--- src/lsc_pkg.sv ---
// Shared constants for the link sideband control block
package lsc_pkg;
    // Reference clock and link timing
    localparam int REF_MHZ = 20;
    localparam int LINK_TIMEOUT_NS = 1000;
    localparam int LINK_TIMEOUT_CYC = (LINK_TIMEOUT_NS * REF_MHZ + 999) / 1000;
    localparam logic [7:0] LOCK_SYMBOLS = 8'h08;
    // Forward symbol layout
    localparam int PAYLOAD_W = 35;
    localparam int FIFO_DEPTH = 8;
    localparam int PL_GPIO_LSB = 24;
    localparam int PL_PASS = 28;
    localparam int PL_C18 = 29;
    localparam int PL_DGPIO_LSB = 30;
    // Pixel clock windows in MHz
    localparam logic [7:0] PCLK1_MIN = 8'h19;
    localparam logic [7:0] PCLK1_MAX = 8'h60;
    localparam logic [7:0] PCLK2_MIN = 8'h32;
    localparam logic [7:0] PCLK2_MAX = 8'hAA;
    // GPIO nibble codes
    localparam logic [3:0] GPIO_FWD_OUT = 4'h5;
    localparam logic [3:0] GPIO_BC_IN = 4'h3;
    localparam logic [3:0] GPIO_LOCAL_LO = 4'h1;
    localparam logic [3:0] GPIO_LOCAL_HI = 4'h9;
    localparam logic [15:0] GPIO_CFG_RST = 16'h0000;
    // Back channel dividers and sampling modes
    localparam logic [2:0] BC_DIV_SLOW = 3'h4;
    localparam logic [2:0] BC_DIV_MID = 3'h2;
    localparam logic [2:0] BC_DIV_FAST = 3'h1;
    localparam logic [2:0] HSCC_FAST1 = 3'h1;
    localparam logic [2:0] HSCC_FAST2 = 3'h2;
    // Synchronised pin positions
    localparam int NPIN = 12;
    localparam int PIN_PD = 0;
    localparam int PIN_LCLK = 1;
    localparam int PIN_IRQ = 2;
    localparam int PIN_STRAP = 3;
    localparam int PIN_GPIO = 4;
    localparam int PIN_DGPIO = 8;
    typedef enum logic [1:0] {LSC_OFF, LSC_LOCKING, LSC_LOCKED} lsc_state_e;
endpackage

--- src/lsc_ctrl.sv ---
// Sideband control: port select, lock and output state, irq relay, GPIO, back channel rate
`timescale 1ns/1ps
`default_nettype none

module lsc_fifo #(
    parameter int WIDTH = 35,
    parameter int DEPTH = 8
) (
    // Clock and reset
    input wire logic ref_clk,
    input wire logic reset_n,
    // Fill side
    input wire logic in_valid,
    output logic in_ready,
    input wire logic [WIDTH-1:0] in_data,
    // Drain side
    output logic out_valid,
    input wire logic out_ready,
    output logic [WIDTH-1:0] out_data
);
    localparam int AW = $clog2(DEPTH);
    logic [WIDTH-1:0] mem [DEPTH];
    logic [AW:0] wp_r, wp_nxt, rp_r, rp_nxt;
    logic push, pop;

    always_comb begin
        in_ready = (wp_r - rp_r) != (AW + 1)'(DEPTH);
        out_valid = wp_r != rp_r;
        out_data = mem[rp_r[AW-1:0]];
        push = in_valid && in_ready;
        pop = out_valid && out_ready;
        wp_nxt = wp_r + (AW + 1)'(push);
        rp_nxt = rp_r + (AW + 1)'(pop);
    end

    always_ff @(posedge ref_clk) begin
        if (!reset_n) begin
            wp_r <= '0;
            rp_r <= '0;
        end else begin
            wp_r <= wp_nxt;
            rp_r <= rp_nxt;
        end
        if (push) begin
            mem[wp_r[AW-1:0]] <= in_data;
        end
    end
endmodule // lsc_fifo

module lsc_ctrl (
    // Clock and reset
    input wire logic ref_clk,
    input wire logic reset_n,
    // Pins from outside the clock domain
    input wire logic power_down_n,
    input wire logic link_clk,
    input wire logic [lsc_pkg::PAYLOAD_W-1:0] link_data,
    input wire logic irq_in_n,
    input wire logic strap_mode_pin,
    input wire logic [3:0] gpio_in,
    input wire logic [3:0] dgpio_in,
    // Configuration
    input wire logic [1:0] port_select,
    input wire logic cfg_wr,
    input wire logic [15:0] cfg_wr_data,
    input wire logic output_enable,
    input wire logic sleep_select,
    input wire logic irq_fwd_en,
    input wire logic two_lane,
    input wire logic div_select,
    input wire logic fast_backchan_en,
    input wire logic [2:0] hscc_mode,
    input wire logic [7:0] pclk_mhz,
    input wire logic video_ready,
    // Status
    output logic [15:0] cfg_rd_data,
    output logic [3:0] gpio_level,
    output logic [3:0] dgpio_level,
    output logic pclk_ok,
    output logic color18,
    output logic fifo_overflow,
    // Lock and pass pins
    output logic lock_out,
    output logic lock_oe_n,
    output logic pass_out,
    output logic pass_oe_n,
    // Video output
    output logic [lsc_pkg::PAYLOAD_W-1:0] video_data,
    output logic video_valid,
    output logic data_oe_n,
    output logic csi_hs0,
    output logic csi_oe_n,
    // GPIO pins
    output logic [3:0] gpio_out,
    output logic [3:0] gpio_oe_n,
    output logic [3:0] dgpio_out,
    output logic [3:0] dgpio_oe_n,
    // Back channel
    output logic bc_tick,
    output logic [2:0] bc_div,
    output logic [3:0] bc_gpio,
    output logic [3:0] bc_dgpio,
    output logic bc_irq_n
);
    import lsc_pkg::*;

    // Returns {drive, value} for one pin nibble
    function automatic logic [1:0] pin_drive(input logic [3:0] code, input logic fwd, input logic ok);
        if (code == GPIO_FWD_OUT) begin
            return {1'b1, fwd & ok};
        end else if (code == GPIO_LOCAL_LO) begin
            return 2'b10;
        end else if (code == GPIO_LOCAL_HI) begin
            return {1'b1, ok};
        end else begin
            return 2'b00;
        end
    endfunction

    // Three-stage pin synchronisers
    logic [NPIN-1:0] s1_r, s2_r, s3_r, st_r, st_nxt;
    logic [NPIN-1:0] pins;
    assign pins = {dgpio_in, gpio_in, strap_mode_pin, irq_in_n, link_clk, power_down_n};
    assign st_nxt = ((s2_r ~^ s3_r) & s3_r) | ((s2_r ^ s3_r) & st_r);
    always_ff @(posedge ref_clk) begin
        if (!reset_n) begin
            s1_r <= '0;
            s2_r <= '0;
            s3_r <= '0;
            st_r <= '0;
        end else begin
            s1_r <= pins;
            s2_r <= s1_r;
            s3_r <= s2_r;
            st_r <= st_nxt;
        end
    end

    logic pd_on, lclk_edge, link_active;
    logic lclk_prev_r;
    assign pd_on = st_r[PIN_PD];
    assign lclk_edge = st_r[PIN_LCLK] && !lclk_prev_r;

    // Lock state machine
    lsc_state_e state_r, state_nxt;
    logic [7:0] lock_cnt_r, lock_cnt_nxt;
    logic [7:0] idle_cnt_r, idle_cnt_nxt;
    logic strap_r, strap_nxt;
    assign link_active = idle_cnt_r < 8'(LINK_TIMEOUT_CYC);

    always_comb begin
        state_nxt = state_r;
        lock_cnt_nxt = lock_cnt_r;
        strap_nxt = strap_r;
        idle_cnt_nxt = lclk_edge ? 8'h00 : (link_active ? idle_cnt_r + 8'h01 : idle_cnt_r);
        if (!pd_on) begin
            state_nxt = LSC_OFF;
            lock_cnt_nxt = 8'h00;
        end else begin
            case (state_r)
                LSC_OFF: begin
                    // Strap caught as the device leaves power-down
                    strap_nxt = st_r[PIN_STRAP];
                    state_nxt = LSC_LOCKING;
                end
                LSC_LOCKING: begin
                    if (!link_active) begin
                        lock_cnt_nxt = 8'h00;
                    end else if (lclk_edge) begin
                        lock_cnt_nxt = lock_cnt_r + 8'h01;
                        if (lock_cnt_r == LOCK_SYMBOLS - 8'h01) begin
                            state_nxt = LSC_LOCKED;
                        end
                    end
                end
                default: begin
                    if (!link_active) begin
                        state_nxt = LSC_LOCKING;
                        lock_cnt_nxt = 8'h00;
                    end
                end
            endcase
        end
    end

    always_ff @(posedge ref_clk) begin
        if (!reset_n) begin
            state_r <= LSC_OFF;
            lock_cnt_r <= 8'h00;
            idle_cnt_r <= 8'hFF;
            strap_r <= 1'b0;
            lclk_prev_r <= 1'b0;
        end else begin
            state_r <= state_nxt;
            lock_cnt_r <= lock_cnt_nxt;
            idle_cnt_r <= idle_cnt_nxt;
            strap_r <= strap_nxt;
            lclk_prev_r <= st_r[PIN_LCLK];
        end
    end

    // Symbol buffer; a full buffer drops the symbol and flags it
    logic locked, fifo_in_ready, fifo_out_valid, pop, push_req;
    logic [PAYLOAD_W-1:0] fifo_word;
    assign locked = state_r == LSC_LOCKED;
    assign push_req = lclk_edge && locked;
    assign pop = fifo_out_valid && video_ready;

    lsc_fifo #(.WIDTH(PAYLOAD_W), .DEPTH(FIFO_DEPTH)) u_fifo (
        .ref_clk(ref_clk),
        .reset_n(reset_n),
        .in_valid(push_req),
        .in_ready(fifo_in_ready),
        .in_data(link_data),
        .out_valid(fifo_out_valid),
        .out_ready(video_ready),
        .out_data(fifo_word)
    );

    // Per-port duplicated GPIO configuration
    logic [15:0] cfg_r [2];
    logic [15:0] cfg_nxt [2];
    for (genvar p = 0; p < 2; p++) begin : g_port
        assign cfg_nxt[p] = (cfg_wr && port_select[p]) ? cfg_wr_data : cfg_r[p];
        always_ff @(posedge ref_clk) begin
            if (!reset_n) begin
                cfg_r[p] <= GPIO_CFG_RST;
            end else begin
                cfg_r[p] <= cfg_nxt[p];
            end
        end
    end

    // Output stage
    logic [PAYLOAD_W-1:0] held_r, held_nxt;
    logic [3:0] dmask;
    logic z_out, ok;
    logic [1:0] drv;
    logic [2:0] bc_cnt_r, bc_cnt_nxt, div_nxt;
    logic tick_nxt;
    logic [49:0] o_r, o_nxt;

    always_comb begin
        held_nxt = pop ? fifo_word : held_r;
        z_out = !pd_on || (!output_enable && sleep_select);
        ok = output_enable && sleep_select && locked;
        o_nxt = '0;
        // Reads favour port one when both selects are set
        o_nxt[15:0] = port_select[1] ? cfg_r[1] : (port_select[0] ? cfg_r[0] : 16'h0000);
        // Lock drops with power so it never reads high while released
        o_nxt[16] = locked && pd_on;
        o_nxt[17] = !pd_on || (!output_enable && !locked);
        if (ok) begin
            o_nxt[18] = held_nxt[PL_PASS];
        end else if (output_enable && sleep_select) begin
            o_nxt[18] = pass_out;
        end
        o_nxt[19] = z_out;
        o_nxt[20] = ok && pop;
        o_nxt[21] = z_out;
        o_nxt[22] = !ok;
        o_nxt[23] = held_nxt[PL_C18];
        o_nxt[24] = fifo_overflow || (push_req && !fifo_in_ready);
        if (!pd_on) begin
            o_nxt[24] = 1'b0;
        end
        o_nxt[25] = two_lane ? (pclk_mhz >= PCLK2_MIN && pclk_mhz <= PCLK2_MAX)
                             : (pclk_mhz >= PCLK1_MIN && pclk_mhz <= PCLK1_MAX);
        dmask = (hscc_mode == HSCC_FAST1) ? 4'h1 : ((hscc_mode == HSCC_FAST2) ? 4'h3 : 4'hF);
        for (int i = 0; i < 4; i++) begin
            // Port zero config drives GPIO pins, port one the fast pins
            drv = pin_drive(cfg_r[0][4*i+:4], held_nxt[PL_GPIO_LSB+i], ok);
            o_nxt[26+i] = drv[0];
            o_nxt[30+i] = z_out || !drv[1];
            drv = pin_drive(cfg_r[1][4*i+:4], held_nxt[PL_DGPIO_LSB+i], ok);
            o_nxt[34+i] = drv[0] && two_lane;
            o_nxt[38+i] = z_out || !drv[1] || !two_lane;
            o_nxt[42+i] = (cfg_r[0][4*i+:4] == GPIO_BC_IN) && st_r[PIN_GPIO+i];
            o_nxt[46+i] = (cfg_r[1][4*i+:4] == GPIO_BC_IN) && st_r[PIN_DGPIO+i]
                          && two_lane && dmask[i];
        end
        // Fast enable or strap beats the divider bit
        div_nxt = (fast_backchan_en || strap_r) ? BC_DIV_FAST : (div_select ? BC_DIV_MID : BC_DIV_SLOW);
        tick_nxt = pd_on && (bc_cnt_r >= div_nxt - 3'h1);
        bc_cnt_nxt = tick_nxt || !pd_on ? 3'h0 : bc_cnt_r + 3'h1;
    end

    always_ff @(posedge ref_clk) begin
        if (!reset_n) begin
            held_r <= '0;
            o_r <= '0;
            lock_oe_n <= 1'b1;
            pass_oe_n <= 1'b1;
            data_oe_n <= 1'b1;
            csi_oe_n <= 1'b1;
            gpio_oe_n <= 4'hF;
            dgpio_oe_n <= 4'hF;
            video_data <= '0;
            bc_cnt_r <= 3'h0;
            bc_tick <= 1'b0;
            bc_div <= BC_DIV_SLOW;
            bc_gpio <= 4'h0;
            bc_dgpio <= 4'h0;
            bc_irq_n <= 1'b1;
            gpio_level <= 4'h0;
            dgpio_level <= 4'h0;
        end else begin
            held_r <= held_nxt;
            o_r <= o_nxt;
            lock_oe_n <= o_nxt[17];
            pass_oe_n <= o_nxt[19];
            data_oe_n <= o_nxt[21];
            csi_oe_n <= o_nxt[21];
            gpio_oe_n <= o_nxt[33:30];
            dgpio_oe_n <= o_nxt[41:38];
            video_data <= ok ? held_nxt : '0;
            bc_cnt_r <= bc_cnt_nxt;
            bc_tick <= tick_nxt;
            bc_div <= div_nxt;
            gpio_level <= st_r[PIN_GPIO+:4];
            dgpio_level <= st_r[PIN_DGPIO+:4];
            // Back channel frame contents change only on a frame tick, except bc_irq_n, which also clears in power-down
            if (tick_nxt) begin
                bc_gpio <= o_nxt[45:42];
                bc_dgpio <= o_nxt[49:46];
                bc_irq_n <= !(irq_fwd_en && !st_r[PIN_IRQ]);
            end
            if (!pd_on) begin
                bc_irq_n <= 1'b1;
            end
        end
    end

    assign cfg_rd_data = o_r[15:0];
    assign lock_out = o_r[16];
    assign pass_out = o_r[18];
    assign video_valid = o_r[20];
    assign csi_hs0 = o_r[22];
    assign color18 = o_r[23];
    assign fifo_overflow = o_r[24];
    assign pclk_ok = o_r[25];
    assign gpio_out = o_r[29:26];
    assign dgpio_out = o_r[37:34];
endmodule // lsc_ctrl

`default_nettype wire

--- config.mk ---
export PLATFORM = sky130hd
export DESIGN_NAME = lsc_ctrl
export DESIGN_NICKNAME = d
export VERILOG_FILES = /design/src/lsc_pkg.sv /design/src/lsc_ctrl.sv
export SDC_FILE = /design/constraint.sdc
export NUM_CORES = 1
export LEC_CHECK = 0
export BUFFER_PORTS_ARGS = -buffer_cell sky130_fd_sc_hd__buf_2
export CAP_MARGIN = 20
export CORE_ASPECT_RATIO = 0.7
export CORE_MARGIN = 2
export CORE_UTILIZATION = 59
export DETAILED_ROUTE_END_ITERATION = 8
export HOLD_SLACK_MARGIN = 0.15
export PLACE_DENSITY = 0.79
export SYNTH_ARGS = -nofsm -noshare
export SYNTH_HDL_FRONTEND = slang
export SYNTH_HIERARCHICAL = 1
export SYNTH_SLANG_ARGS = --single-unit
--- constraint.sdc ---
create_clock -name ref_clk -period 6.6 [get_ports ref_clk]
set_input_delay 0.66 -clock ref_clk [delete_from_list [all_inputs] [get_ports ref_clk]]
set_output_delay 0.66 -clock ref_clk [all_outputs]
set_load 0.01 [all_outputs]
Yosys cells after proc, flatten, opt, wreduce, memory -nomap -nowiden
Memories as Yosys holds them, arrays and structs flattened. A register that Yosys moved wholly into a read port is not among the register bits.
Cells that the tools add are included.
Cells by class
  reduce and logical (&&, ||, !) cells: 79
  add/sub/neg operators: 7
  muxes and demuxes: 54
  bitwise operators: 17
  magnitude comparators: 6
  equality and inequality tests: 46
Operator list (count)
  $mux 16: 6
  $mux 2: 28
  $mux 8: 5
  $logic_and 1x1->1: 37
  $mux 35: 1
  $eq 4x1->1 const B: 8
  $eq 4x2->1 const B: 8
  $eq 4x3->1 const B: 8
  $eq 4x4->1 const B: 8
  $and 12x12->12: 2
  $logic_not 1->1: 17
  $logic_or 1x1->1: 17
  $add 8x1->8 const B: 2
  $pmux 8 s2: 1
  $or 12x12->12: 1
  $xnor 12x12->12: 1
  $xor 12x12->12: 1
  $ne 2x2->1 const B: 5
  $mux 3: 3
  $add 4x1->4: 2
  $and 1x1->1: 8
  $eq 8x3->1 const B: 1
  $ge 8x5->1 const B: 1
  $ge 8x6->1 const B: 1
  26 further kinds: 37
Storage, ports and cells
  register bits after elaboration: 218
  memories: 2
  memory bits (writable): 312
  logic and storage cells: 239
Memories
  u_fifo.mem: depth 8, bits a word 35, rd ports 1, clocked after Yosys merged registers in 1, write ports 1, line lsc_ctrl.sv:22  | logic [WIDTH-1:0] mem [DEPTH];
  cfg_r: depth 2, bits a word 16, rd ports 2, clocked after Yosys merged registers in 0, write ports 2, line lsc_ctrl.sv:221  | logic [15:0] cfg_r [2];

Depth between registers and ports, before layout
Gate-level depths: netlist of run 1.
  word-level depth: 8
  depth in mapped cells: 12
  depth with buffers taken out: 9

Hierarchy
Netlist of run 1, hierarchy kept.
By module, submodules not included
  lsc_fifo: area an instance 11068.1 µm², sequential area each 8568.2 µm², cells an instance 538, instances 1
  lsc_ctrl: area an instance 8485.6 µm², sequential area each 4684.5 µm², cells an instance 895, instances 1

Worst setup path after synthesis of run 1
No wires, ideal clock.
  path kind: register -> register
  from: register u_fifo.rp_r[1]
  to: memory u_fifo.mem[0][0], enable pin
  data arrival time: 5050 ps
  clock period less this slack: 5564 ps
  path buffers: 3
  slack: 1036 ps
  library setup time: 515 ps
  stages on the path, launching flop included: 9
  required time: 6085 ps
  cell sequence: dfxtp_1 buf_2 buf_2 inv_1 ha_1 nor2b_1 o211a_1 buf_1 nor4_1
On the way
  word-level cells in the longest chain between the ends: 5
RTL lines
  start: declaration: line lsc_ctrl.sv:23  | logic [AW:0] wp_r, wp_nxt, rp_r, rp_nxt;
  start signal: assignment: line lsc_ctrl.sv:42  | rp_r <= rp_nxt;
  $sub 4x4->4: line lsc_ctrl.sv:27  | in_ready = (wp_r - rp_r) != (AW + 1)'(DEPTH);
  $ne 4x4->1: line lsc_ctrl.sv:27
  $logic_and 1x1->1: line lsc_ctrl.sv:30  | push = in_valid && in_ready;
  $mux 1: line lsc_ctrl.sv:44  | if (push) begin
  $mux 1 (implied by the code): line lsc_ctrl.sv:45  | mem[wp_r[AW-1:0]] <= in_data;
  end: declaration: line lsc_ctrl.sv:22
No other way between the ends.

Final worst setup path of run 1
  from: register u_fifo.rp_r[0]
  to: memory u_fifo.mem[2][23], enable pin
The elaborated chain is that of the path after synthesis.

==> results of run 1 <==
-- routing by layer --
metal  up-vias  part of all wire [%]  global-route usage, %
met5         -                 0.049                      0
met4         4                   2.1                  7.111
met3        74                   8.5                  5.145
met2       468                    47                  39.85
met1      5832                    42                  34.42
li1       5518                     -                      -
-- kinds of logic after synthesis --
family                   synth area share, %
multiplexers                           8.523
XOR/XNOR                              0.5310
AND/OR/NAND/NOR                        14.23
AO/OA/AOI/OAI                          5.484
flip-flops                             67.78
buffers and inverters                  1.920
adder cells (fa/ha/maj)                1.536
-- critical path: stages (launching register included) --
cell and delay (ns):
dfxtp_4 0.79, ha_1 0.39, and3_1 0.20, o211a_1 0.25, nor4_2 0.31, buf_4 0.56
-- layout make-up --
cell class / instances / area, um^2 / area share [%]
antenna: 5 / 12.51 / 0.05562
clock buffer: 68 / 1400 / 6.224
clock inverter: 22 / 231.5 / 1.029
inverter: 9 / 33.78 / 0.1502
multi-input combinational: 827 / 5976 / 26.56
sequential: 522 / 13260 / 58.93
tap: 427 / 534.3 / 2.375
timing repair buffer: 201 / 1051 / 4.672
-- sequential cells by signal (all words and copies together) (netlist names), 12 cells and up --
register and cells:
u_fifo/mem 280, s2_r 12, s3_r 12, s1_r 12
cfg_r 32, video_data 35, held_r 35, st_r 12
o_r 30
-- cells in the mapped netlist (4+ instances only) --
cell type,count
edfxtp_1,280
nand2_1,269
dfxtp_1,242
and2_1,100
mux4_2,70
a21boi_0,65
clkbuf_1,45
o21ai_0,39
nand3_1,37
nand2b_1,27
nor2b_1,26
ha_1,24
nor2_1,22
a21oi_1,18
buf_2,12
nor4_1,12
nor3_1,11
and3_1,10
buf_4,10
mux2i_1,9
inv_1,8
buf_1,7
nand4_1,7
nor3b_1,6
a211o_1,5
nand4b_1,5
xnor2_1,5
nor4bb_1,4
o21ai_1,4
o31ai_1,4
or4_1,4
xor2_1,4
-- stage by stage --
step           setup WS (ns)  hold slack, ns
2_1_floorplan          1.036          0.4119
3_3_place_gp           3.658          0.4152
3_5_place_dp           3.599          0.4187
4_1_cts                3.639          0.2812
5_1_grt                3.460          0.2942
6_report               3.656          0.3048
-- worst max-delay path by stage --
stage	end	cells after the start	slack, ns
floorplan	u_fifo/mem[0][0]	8	1.04
global placement	o_r[28]	4	3.66
detailed placement	o_r[28]	4	3.60
CTS	u_fifo/mem[2][23]	5	3.64
global route	u_fifo/mem[1][27]	5	3.46
finish	u_fifo/mem[2][23]	5	3.66
-- report_power, final --
group | total (uW) | internal (uW) | switching, uW | leakage (uW)
clock | 2830 | 1640 | 1190 | 0.000802
combinational | 137 | 52.1 | 85.4 | 0.00293
sequential | 3450 | 3440 | 17.8 | 0.00448
==> impl_metrics.env, run 1 <==
export IMPL_dp_final_hpwl_um=24570
export IMPL_dieArea_um2=34640
export IMPL_die_y_um=156.3
export IMPL_drcViolationCount=10
export IMPL_p_leak_uw=0.008211
export IMPL_syn2layout_area_growth_pct=15.05
export IMPL_first_iter_violations=1207
export IMPL_core_um2=32480
export IMPL_r2r_cells=5
export IMPL_yosysTopAreaCellShare_pct=43.00
export IMPL_post_cts_buffers=0
export IMPL_layout_cells_non_filler=2081
export IMPL_worst_pin_slew_ns=1.051
export IMPL_power_density_nw_per_um2=285.4
export IMPL_cts_hold_buf=0
export IMPL_rsz0062_at_grt="no"
export IMPL_gp_congestion=0.8410
export IMPL_io_pins=185
export IMPL_ctsHtreeMaxLevel=2
export IMPL_routed_wl_um=42640
export IMPL_post_synth_num_cell_types=63
export IMPL_mostFrequentLayoutCells="edfxtp_1, nand2_1, dfxtp_1"
export IMPL_drtAntennaViolNets=0
export IMPL_max_freq_ghz=0.3396
export IMPL_clk_pin_slew_ns=0.06
export IMPL_critPathRequiredTime_ns=6.79
export IMPL_start_kind="flop"
export IMPL_worstSetupPathType="flop to flop"
export IMPL_stdcell_area_um2=22500
export IMPL_setup_violations=0
export IMPL_worstHoldEndpoint="s1_r[8]"
export IMPL_period_needed_ns=2.944
export IMPL_die_width_um=221.6
export IMPL_finalClockSkew_ns=0.02794
export IMPL_netlist_area_um2=19550
export IMPL_clock_latency_ns=0.57
export IMPL_violations="DRC"
export IMPL_synth_nets=1543
export IMPL_vias=11900
export IMPL_avgSynthCellArea_um2=13.65
export IMPL_rr_endpoint="u_fifo/mem[2][23]"
export IMPL_setup_tns_ns=0
export IMPL_ir_drop_v=0.0001978
export IMPL_synth_edff_count=280
export IMPL_grt_max_degree=101
export IMPL_yosysWarnings=6
export IMPL_hp_start="dgpio_in[0]"
export IMPL_period_share_pct=44.61
export IMPL_r2r_start="u_fifo/rp_r[0]"
export IMPL_wl_per_cell_um=20.49
export IMPL_worstHoldPathType="primary input to flop"
export IMPL_whs_path_depth=2
export IMPL_place_inst=1986
export IMPL_arrival_ns=3.14
export IMPL_grt_pass1_vias=11730
export IMPL_synth_seq_area_share_pct=67.78
export IMPL_hold_viol=0
export IMPL_cap_violations=0
export IMPL_clockBufferDepth=3
export IMPL_placed_area_um2=20850
export IMPL_antenna_found_initial=5
export IMPL_slew_viol_final=0
export IMPL_netlist_instances=1433
export IMPL_end_kind="flop"
export IMPL_synth_top_cell_by_area="edfxtp_1"
export IMPL_post_cts_resized=0
export IMPL_initial_core_util_pct=60.20
export IMPL_cts_tree="built"
export IMPL_firstDrtPassIters=8
export IMPL_final_common_cell="edfxtp_1"
export IMPL_synthFlopType="edfxtp_1"
export IMPL_grt_overflow_total=0
export IMPL_worst_slew_margin_rel_pct=29.93
export IMPL_drive_above_1_share_pct=22.20
export IMPL_via_per_inst=5.716
export IMPL_synth_area_leaders="edfxtp_1, dfxtp_1, mux4_2"
export IMPL_critPathLaunch="u_fifo/rp_r[0]"
export IMPL_ys_ff_latch=522
export IMPL_async_flop_share_pct=0
export IMPL_cts_buffers_inserted=48
export IMPL_nNetsFinal=1719
export IMPL_critical_path_max_fanout=35
export IMPL_grt_usage_pct=24.70
export IMPL_rrSetupSlack_ns=3.66
export IMPL_rows=55
export IMPL_outcome="finished with violations"
export IMPL_clock_root_buffer="clkbuf_16"
export IMPL_grt_pass1_wl_um=65800
export IMPL_p_total_uw=6421
export IMPL_clock_sinks=522
export IMPL_fin_util_pct=69.26
export IMPL_portBuffers=184
export IMPL_fill_cells=2166
No activity file was read; power rests on OpenSTA's default activity.
==> run 2: changes to the inputs <==
- ABC_AREA: not set -> 1
- CORE_UTILIZATION: 59 -> 53
- PLACE_DENSITY: 0.79 -> 0.75
- clock period: 6.6 -> 2.6 ns (I/O delays scaled with it)
==> impl_metrics.env, run 2 <==
export IMPL_stdcell_area_um2=23220
export IMPL_post_cts_buffers=0
export IMPL_synth_most_common_cell="nor2_1"
export IMPL_synth_area_leaders="edfxtp_1, dfxtp_1, nor2_1"
export IMPL_async_flop_share_pct=0
export IMPL_hp_start="port_select[0]"
export IMPL_end_kind="flop"
export IMPL_clock_root_buffer="clkbuf_16"
export IMPL_synthFlopType="edfxtp_1"
export IMPL_period_needed_ns=2.294
export IMPL_setup_tns_ns=0
export IMPL_worstHoldEndpoint="o_r[3]"
export IMPL_via_per_inst=5.447
export IMPL_hold_viol=0
export IMPL_final_common_cell="nor2_1"
export IMPL_core_um2=36070
export IMPL_die_y_um=164.5
export IMPL_yosys_area_share_adder_pct=1.540
export IMPL_whs_path_depth=3
export IMPL_gp_congestion=0.8872
export IMPL_synth_commonest_cells="nor2_1, edfxtp_1, nand2_1"
export IMPL_worst_slew_margin_rel_pct=45.02
export IMPL_multi_input_area_um2=5294
export IMPL_critical_path_max_fanout=48
export IMPL_p_leak_uw=0.009656
export IMPL_synthSimpleGateAreaFrac_pct=13.19
export IMPL_netlist_instances=1818
export IMPL_dieArea_um2=38370
export IMPL_r2r_cells=9
export IMPL_clock_sinks=522
export IMPL_finalClockSkew_ns=0.01152
export IMPL_die_width_um=233.3
export IMPL_avgSynthCellArea_um2=10.73
export IMPL_start_kind="flop"
export IMPL_drtAntennaViolNets=0
export IMPL_worstSetupPathType="flop to flop"
export IMPL_rrSetupSlack_ns=0.31
export IMPL_first_iter_violations=1659
export IMPL_syn2layout_area_growth_pct=19.08
export IMPL_grt_pass1_vias=13480
export IMPL_synth_top_cell_by_area="edfxtp_1"
export IMPL_ys_ff_latch=522
export IMPL_synth_nets=1928
export IMPL_critPathRequiredTime_ns=3.06
export IMPL_wl_per_cell_um=18.18
export IMPL_initial_core_util_pct=54.07
export IMPL_largest_register_ffs=280
export IMPL_cts_buffers_inserted=48
export IMPL_synth_mux_area_share_pct=1.598
export IMPL_synth_top_family_by_area="simple AND/OR/NAND/NOR gates"
export IMPL_io_pins=185
export IMPL_rr_endpoint="o_r[37]"
export IMPL_firstDrtPassIters=5
export IMPL_portBuffers=184
export IMPL_yosysTopAreaCellShare_pct=43.12
export IMPL_slew_viol_final=0
export IMPL_setup_violations=0
export IMPL_max_freq_ghz=0.4359
export IMPL_synth_xor_area_share_pct=0.04491
export IMPL_mostFrequentLayoutCells="nor2_1, edfxtp_1, nand2_1"
export IMPL_drive_above_1_share_pct=15.91
export IMPL_dp_final_hpwl_um=30040
export IMPL_power_density_nw_per_um2=690.0
export IMPL_r2r_start="u_fifo/rp_r[0]"
export IMPL_synth_seq_area_share_pct=67.96
export IMPL_fill_cells=2714
export IMPL_rsz0062_at_grt="no"
export IMPL_drcViolationCount=0
export IMPL_clockBufferDepth=3
export IMPL_cts_hold_buf=75
export IMPL_cts_tree="built"
export IMPL_clk_pin_slew_ns=0.06
export IMPL_post_synth_num_cell_types=42
export IMPL_post_cts_resized=0
export IMPL_nNetsFinal=2182
export IMPL_period_share_pct=88.24
export IMPL_ir_drop_v=0.0005616
export IMPL_grt_usage_pct=24.22
export IMPL_antenna_found_initial=3
export IMPL_ctsHtreeMaxLevel=2
export IMPL_worstHoldPathType="primary input to flop"
export IMPL_regArea_um2=13260
export IMPL_synth_compound_area_share_pct=10.42
export IMPL_cap_violations=0
export IMPL_grt_overflow_total=0
export IMPL_netlist_area_um2=19500
export IMPL_arrival_ns=2.76
export IMPL_grt_pass1_wl_um=72480
export IMPL_rows=58
export IMPL_grt_max_degree=85
export IMPL_clock_latency_ns=0.57
export IMPL_worst_pin_slew_ns=0.8227
export IMPL_outcome="finished, final reports clean"
export IMPL_yosysWarnings=6
export IMPL_synth_edff_count=280
export IMPL_routed_wl_um=47160
export IMPL_vias=14130
export IMPL_placed_area_um2=20950
run 2: area by class of cell:
class,instances,share of cell area (%)
multi-input cells,1071,22.80
well taps,480,2.586
diodes,2,0.02155
clock inverters,20,0.6628
repair buffers,295,8.805
clock buffers,70,5.852
inverters,134,2.177
flip-flops and latches,522,57.10
run 2: per-stage QoR:
step / instances / total power [uW] / hold slack (ns) / worst slack (ns) / util, %
final: 2594 / 16020 / 0.1958 / 0.3058 / 64.38
after global routing: 2594 / 16520 / 0.1912 / 0.1533 / 64.38
after CTS: 2592 / 16120 / 0.1720 / 0.3491 / 64.37
after detailed placement: 2427 / 9374 / 0.3989 / 0.3678 / 58.09
after global placement: 2427 / 9363 / 0.3931 / 0.4240 / 58.09
after floorplan: 1818 / 9150 / 0.3379 / 0.01844 / -
run 2: cell families (layout without fill, tap and decap cells):
logic type | count (synthesis) | in the layout
adders and majority gates | 24 | 24
muxes | 31 | 31
buffers and inverters | 225 | 519
AOI/OAI and AO/OA | 374 | 374
xor gates and xnor gates | 1 | 1
DFF | 522 | 522
and+or+nand+nor | 641 | 641
other | 0 | 2
run 2: routing by layer:
layer | global-route usage [%] | vias up | wire, um
met5 | 0 | - | 13
met4 | 6.948 | 2 | 1041
met3 | 4.109 | 91 | 3308
met2 | 38.09 | 597 | 21700
met1 | 34.84 | 6741 | 21100
li1 | - | 6699 | -
run 2: power breakdown:
part / total (uW) / internal (uW) / switching [uW] / leakage (uW)
Sequential: 8800 / 8740 / 50.5 / 0.00448
Combinational: 504 / 206 / 298 / 0.00442
Clock: 6720 / 3750 / 2970 / 0.000751
Total: 16000 / 12700 / 3320 / 0.00966
run 2: worst max-delay path: stages, from the launching register on:
cell     delay, ns
dfxtp_4       0.52
inv_4         0.23
buf_12        0.25
o21ai_1       0.16
o22ai_1       0.11
nand2_1       0.07
nand2_1       0.08
o21ai_0       0.41
o21ai_0       0.17
and3_1        0.17
run 2: how the worst max path moves through the flow:
stage,start,to,depth (start not counted)
after floorplan,u_fifo/rp_r[1],u_fifo/mem[0][0],12
after global placement,u_fifo/wp_r[0],u_fifo/mem[2][21],12
after detailed placement,u_fifo/wp_r[0],u_fifo/mem[2][21],10
after CTS,u_fifo/wp_r[0],u_fifo/mem[2][23],10
after global routing,u_fifo/wp_r[0],u_fifo/mem[2][13],12
final,u_fifo/rp_r[0],o_r[37],9
==> run 3: changes to the inputs <==
- MAX_ROUTING_LAYER: not set -> met4
==> impl_metrics.env, run 3 (synthesized netlist as in run 2, its figures left out) <==
export IMPL_grt_overflow_total=0
export IMPL_p_int_uw=12700
export IMPL_grt_max_degree=85
export IMPL_r2r_cells=9
export IMPL_clock_root_buffer="clkbuf_16"
export IMPL_worstHoldPathType="primary input to flop"
export IMPL_rrSetupSlack_ns=0.29
export IMPL_power_density_nw_per_um2=690.2
export IMPL_largest_register_ffs=280
export IMPL_setup_tns_ns=0
export IMPL_worstHoldEndpoint="o_r[3]"
export IMPL_initial_core_util_pct=54.07
export IMPL_hold_viol=0
export IMPL_gp_congestion=0.9020
export IMPL_r2r_start="u_fifo/rp_r[0]"
export IMPL_firstDrtPassIters=6
export IMPL_grt_pass1_vias=13480
export IMPL_stdcell_area_um2=23220
export IMPL_cts_tree="built"
export IMPL_routed_wl_um=47110
export IMPL_post_cts_buffers=0
export IMPL_mostFrequentLayoutCells="nor2_1, edfxtp_1, nand2_1"
export IMPL_dp_final_hpwl_um=30040
export IMPL_setup_violations=0
export IMPL_dieArea_um2=38370
export IMPL_die_y_um=164.5
export IMPL_clock_sinks=522
export IMPL_drcViolationCount=0
export IMPL_rows=58
export IMPL_rr_endpoint="o_r[37]"
export IMPL_grt_pass1_wl_um=72390
export IMPL_final_common_cell="nor2_1"
export IMPL_worst_pin_slew_ns=0.8257
export IMPL_cap_violations=0
export IMPL_layout_cells_non_filler=2596
export IMPL_clockBufferDepth=3
export IMPL_clk_pin_slew_ns=0.06
export IMPL_finalClockSkew_ns=0.01107
export IMPL_syn2layout_area_growth_pct=19.10
export IMPL_outcome="finished, final reports clean"
export IMPL_critPathRequiredTime_ns=3.06
export IMPL_period_needed_ns=2.308
export IMPL_fill_cells=2714
export IMPL_io_pins=185
export IMPL_p_comb_share_pct=3.1
export IMPL_seqPwrFrac_pct=54.9
export IMPL_die_width_um=233.3
export IMPL_post_cts_resized=0
export IMPL_whs_path_depth=3
export IMPL_ctsHtreeMaxLevel=2
export IMPL_rsz0062_at_grt="no"
export IMPL_ir_drop_v=0.0005596
export IMPL_drive_above_1_share_pct=15.91
export IMPL_first_iter_violations=1707
export IMPL_p_sw_uw=3326
export IMPL_worst_slew_margin_rel_pct=44.82
export IMPL_start_kind="flop"
export IMPL_place_inst=2427
export IMPL_nNetsFinal=2182
export IMPL_portBuffers=184
export IMPL_placed_area_um2=20950
export IMPL_wl_per_cell_um=18.15
export IMPL_clock_latency_ns=0.57
export IMPL_cts_buffers_inserted=48
export IMPL_drtAntennaViolNets=0
export IMPL_period_share_pct=88.76
export IMPL_switching_share_pct=20.75
export IMPL_max_freq_ghz=0.4333
export IMPL_via_per_inst=5.434
export IMPL_grt_usage_pct=24.94
export IMPL_core_um2=36070
export IMPL_vias=14110
export IMPL_arrival_ns=2.77
export IMPL_p_total_uw=16030
export IMPL_worstSetupPathType="flop to flop"
export IMPL_end_kind="flop"
export IMPL_worst_hold_slack_ns=0.1914
export IMPL_clockPowerShare_pct=42.0
export IMPL_antenna_found_initial=4
export IMPL_critical_path_max_fanout=48
export IMPL_slew_viol_final=0
export IMPL_cts_hold_buf=75
export IMPL_p_leak_uw=0.009656
export IMPL_hp_start="port_select[0]"
## run 3: metal layers
metal	up-vias	GRT usage, %	routed length (um)
li1	6700	-	-
met1	6710	34.82	20860
met2	594	37.94	21630
met3	102	4.126	3483
met4	0	7.122	1139
met5	-	-	0
## run 3: critical path, cell delays in order, from the launching register on
cell and delay, ns:
dfxtp_4 0.52, inv_4 0.23, buf_12 0.25, o21ai_1 0.16
o22ai_1 0.11, nand2_1 0.07, nand2_1 0.08, o21ai_0 0.42
o21ai_0 0.17, and3_1 0.17
## run 3: power groups by stage
stage | sequential [uW] | clock [uW] | combinational, uW
floorplan | 8970 | 0 | 179
global placement | 8970 | 0 | 393
detailed placement | 8970 | 0 | 402
CTS | 8790 | 6830 | 497
global route | 8800 | 7160 | 558
finish | 8800 | 6730 | 504
## run 3: worst max path at each step
stage	startpoint	slack (ns)	endpoint	cells after the start
floorplan	u_fifo/rp_r[1]	0.02	u_fifo/mem[0][0]	12
global placement	u_fifo/wp_r[0]	0.42	u_fifo/mem[2][21]	12
detailed placement	u_fifo/wp_r[0]	0.37	u_fifo/mem[2][21]	10
CTS	u_fifo/wp_r[0]	0.35	u_fifo/mem[2][23]	10
global route	u_fifo/wp_r[0]	0.15	u_fifo/mem[2][13]	12
finish	u_fifo/rp_r[0]	0.29	o_r[37]	9
## run 3: metrics by stage
step                worst slack [ns]  utilization (%)
floorplan                    0.01844                -
global placement              0.4240            58.09
detailed placement            0.3678            58.09
CTS                           0.3491            64.37
global route                  0.1533            64.39
finish                        0.2922            64.39
## run 3: area by class of cell
class,instances,area (um^2),share of cell area (%)
Sequential cell,522,13260,57.08
Tap cell,480,600.6,2.586
Clock buffer,70,1359,5.851
Timing Repair Buffer,295,2044,8.803
Multi-Input combinational cell,1071,5294,22.79
Inverter,134,505.5,2.176
Antenna cell,4,10.01,0.04310
Clock inverter,20,153.9,0.6626
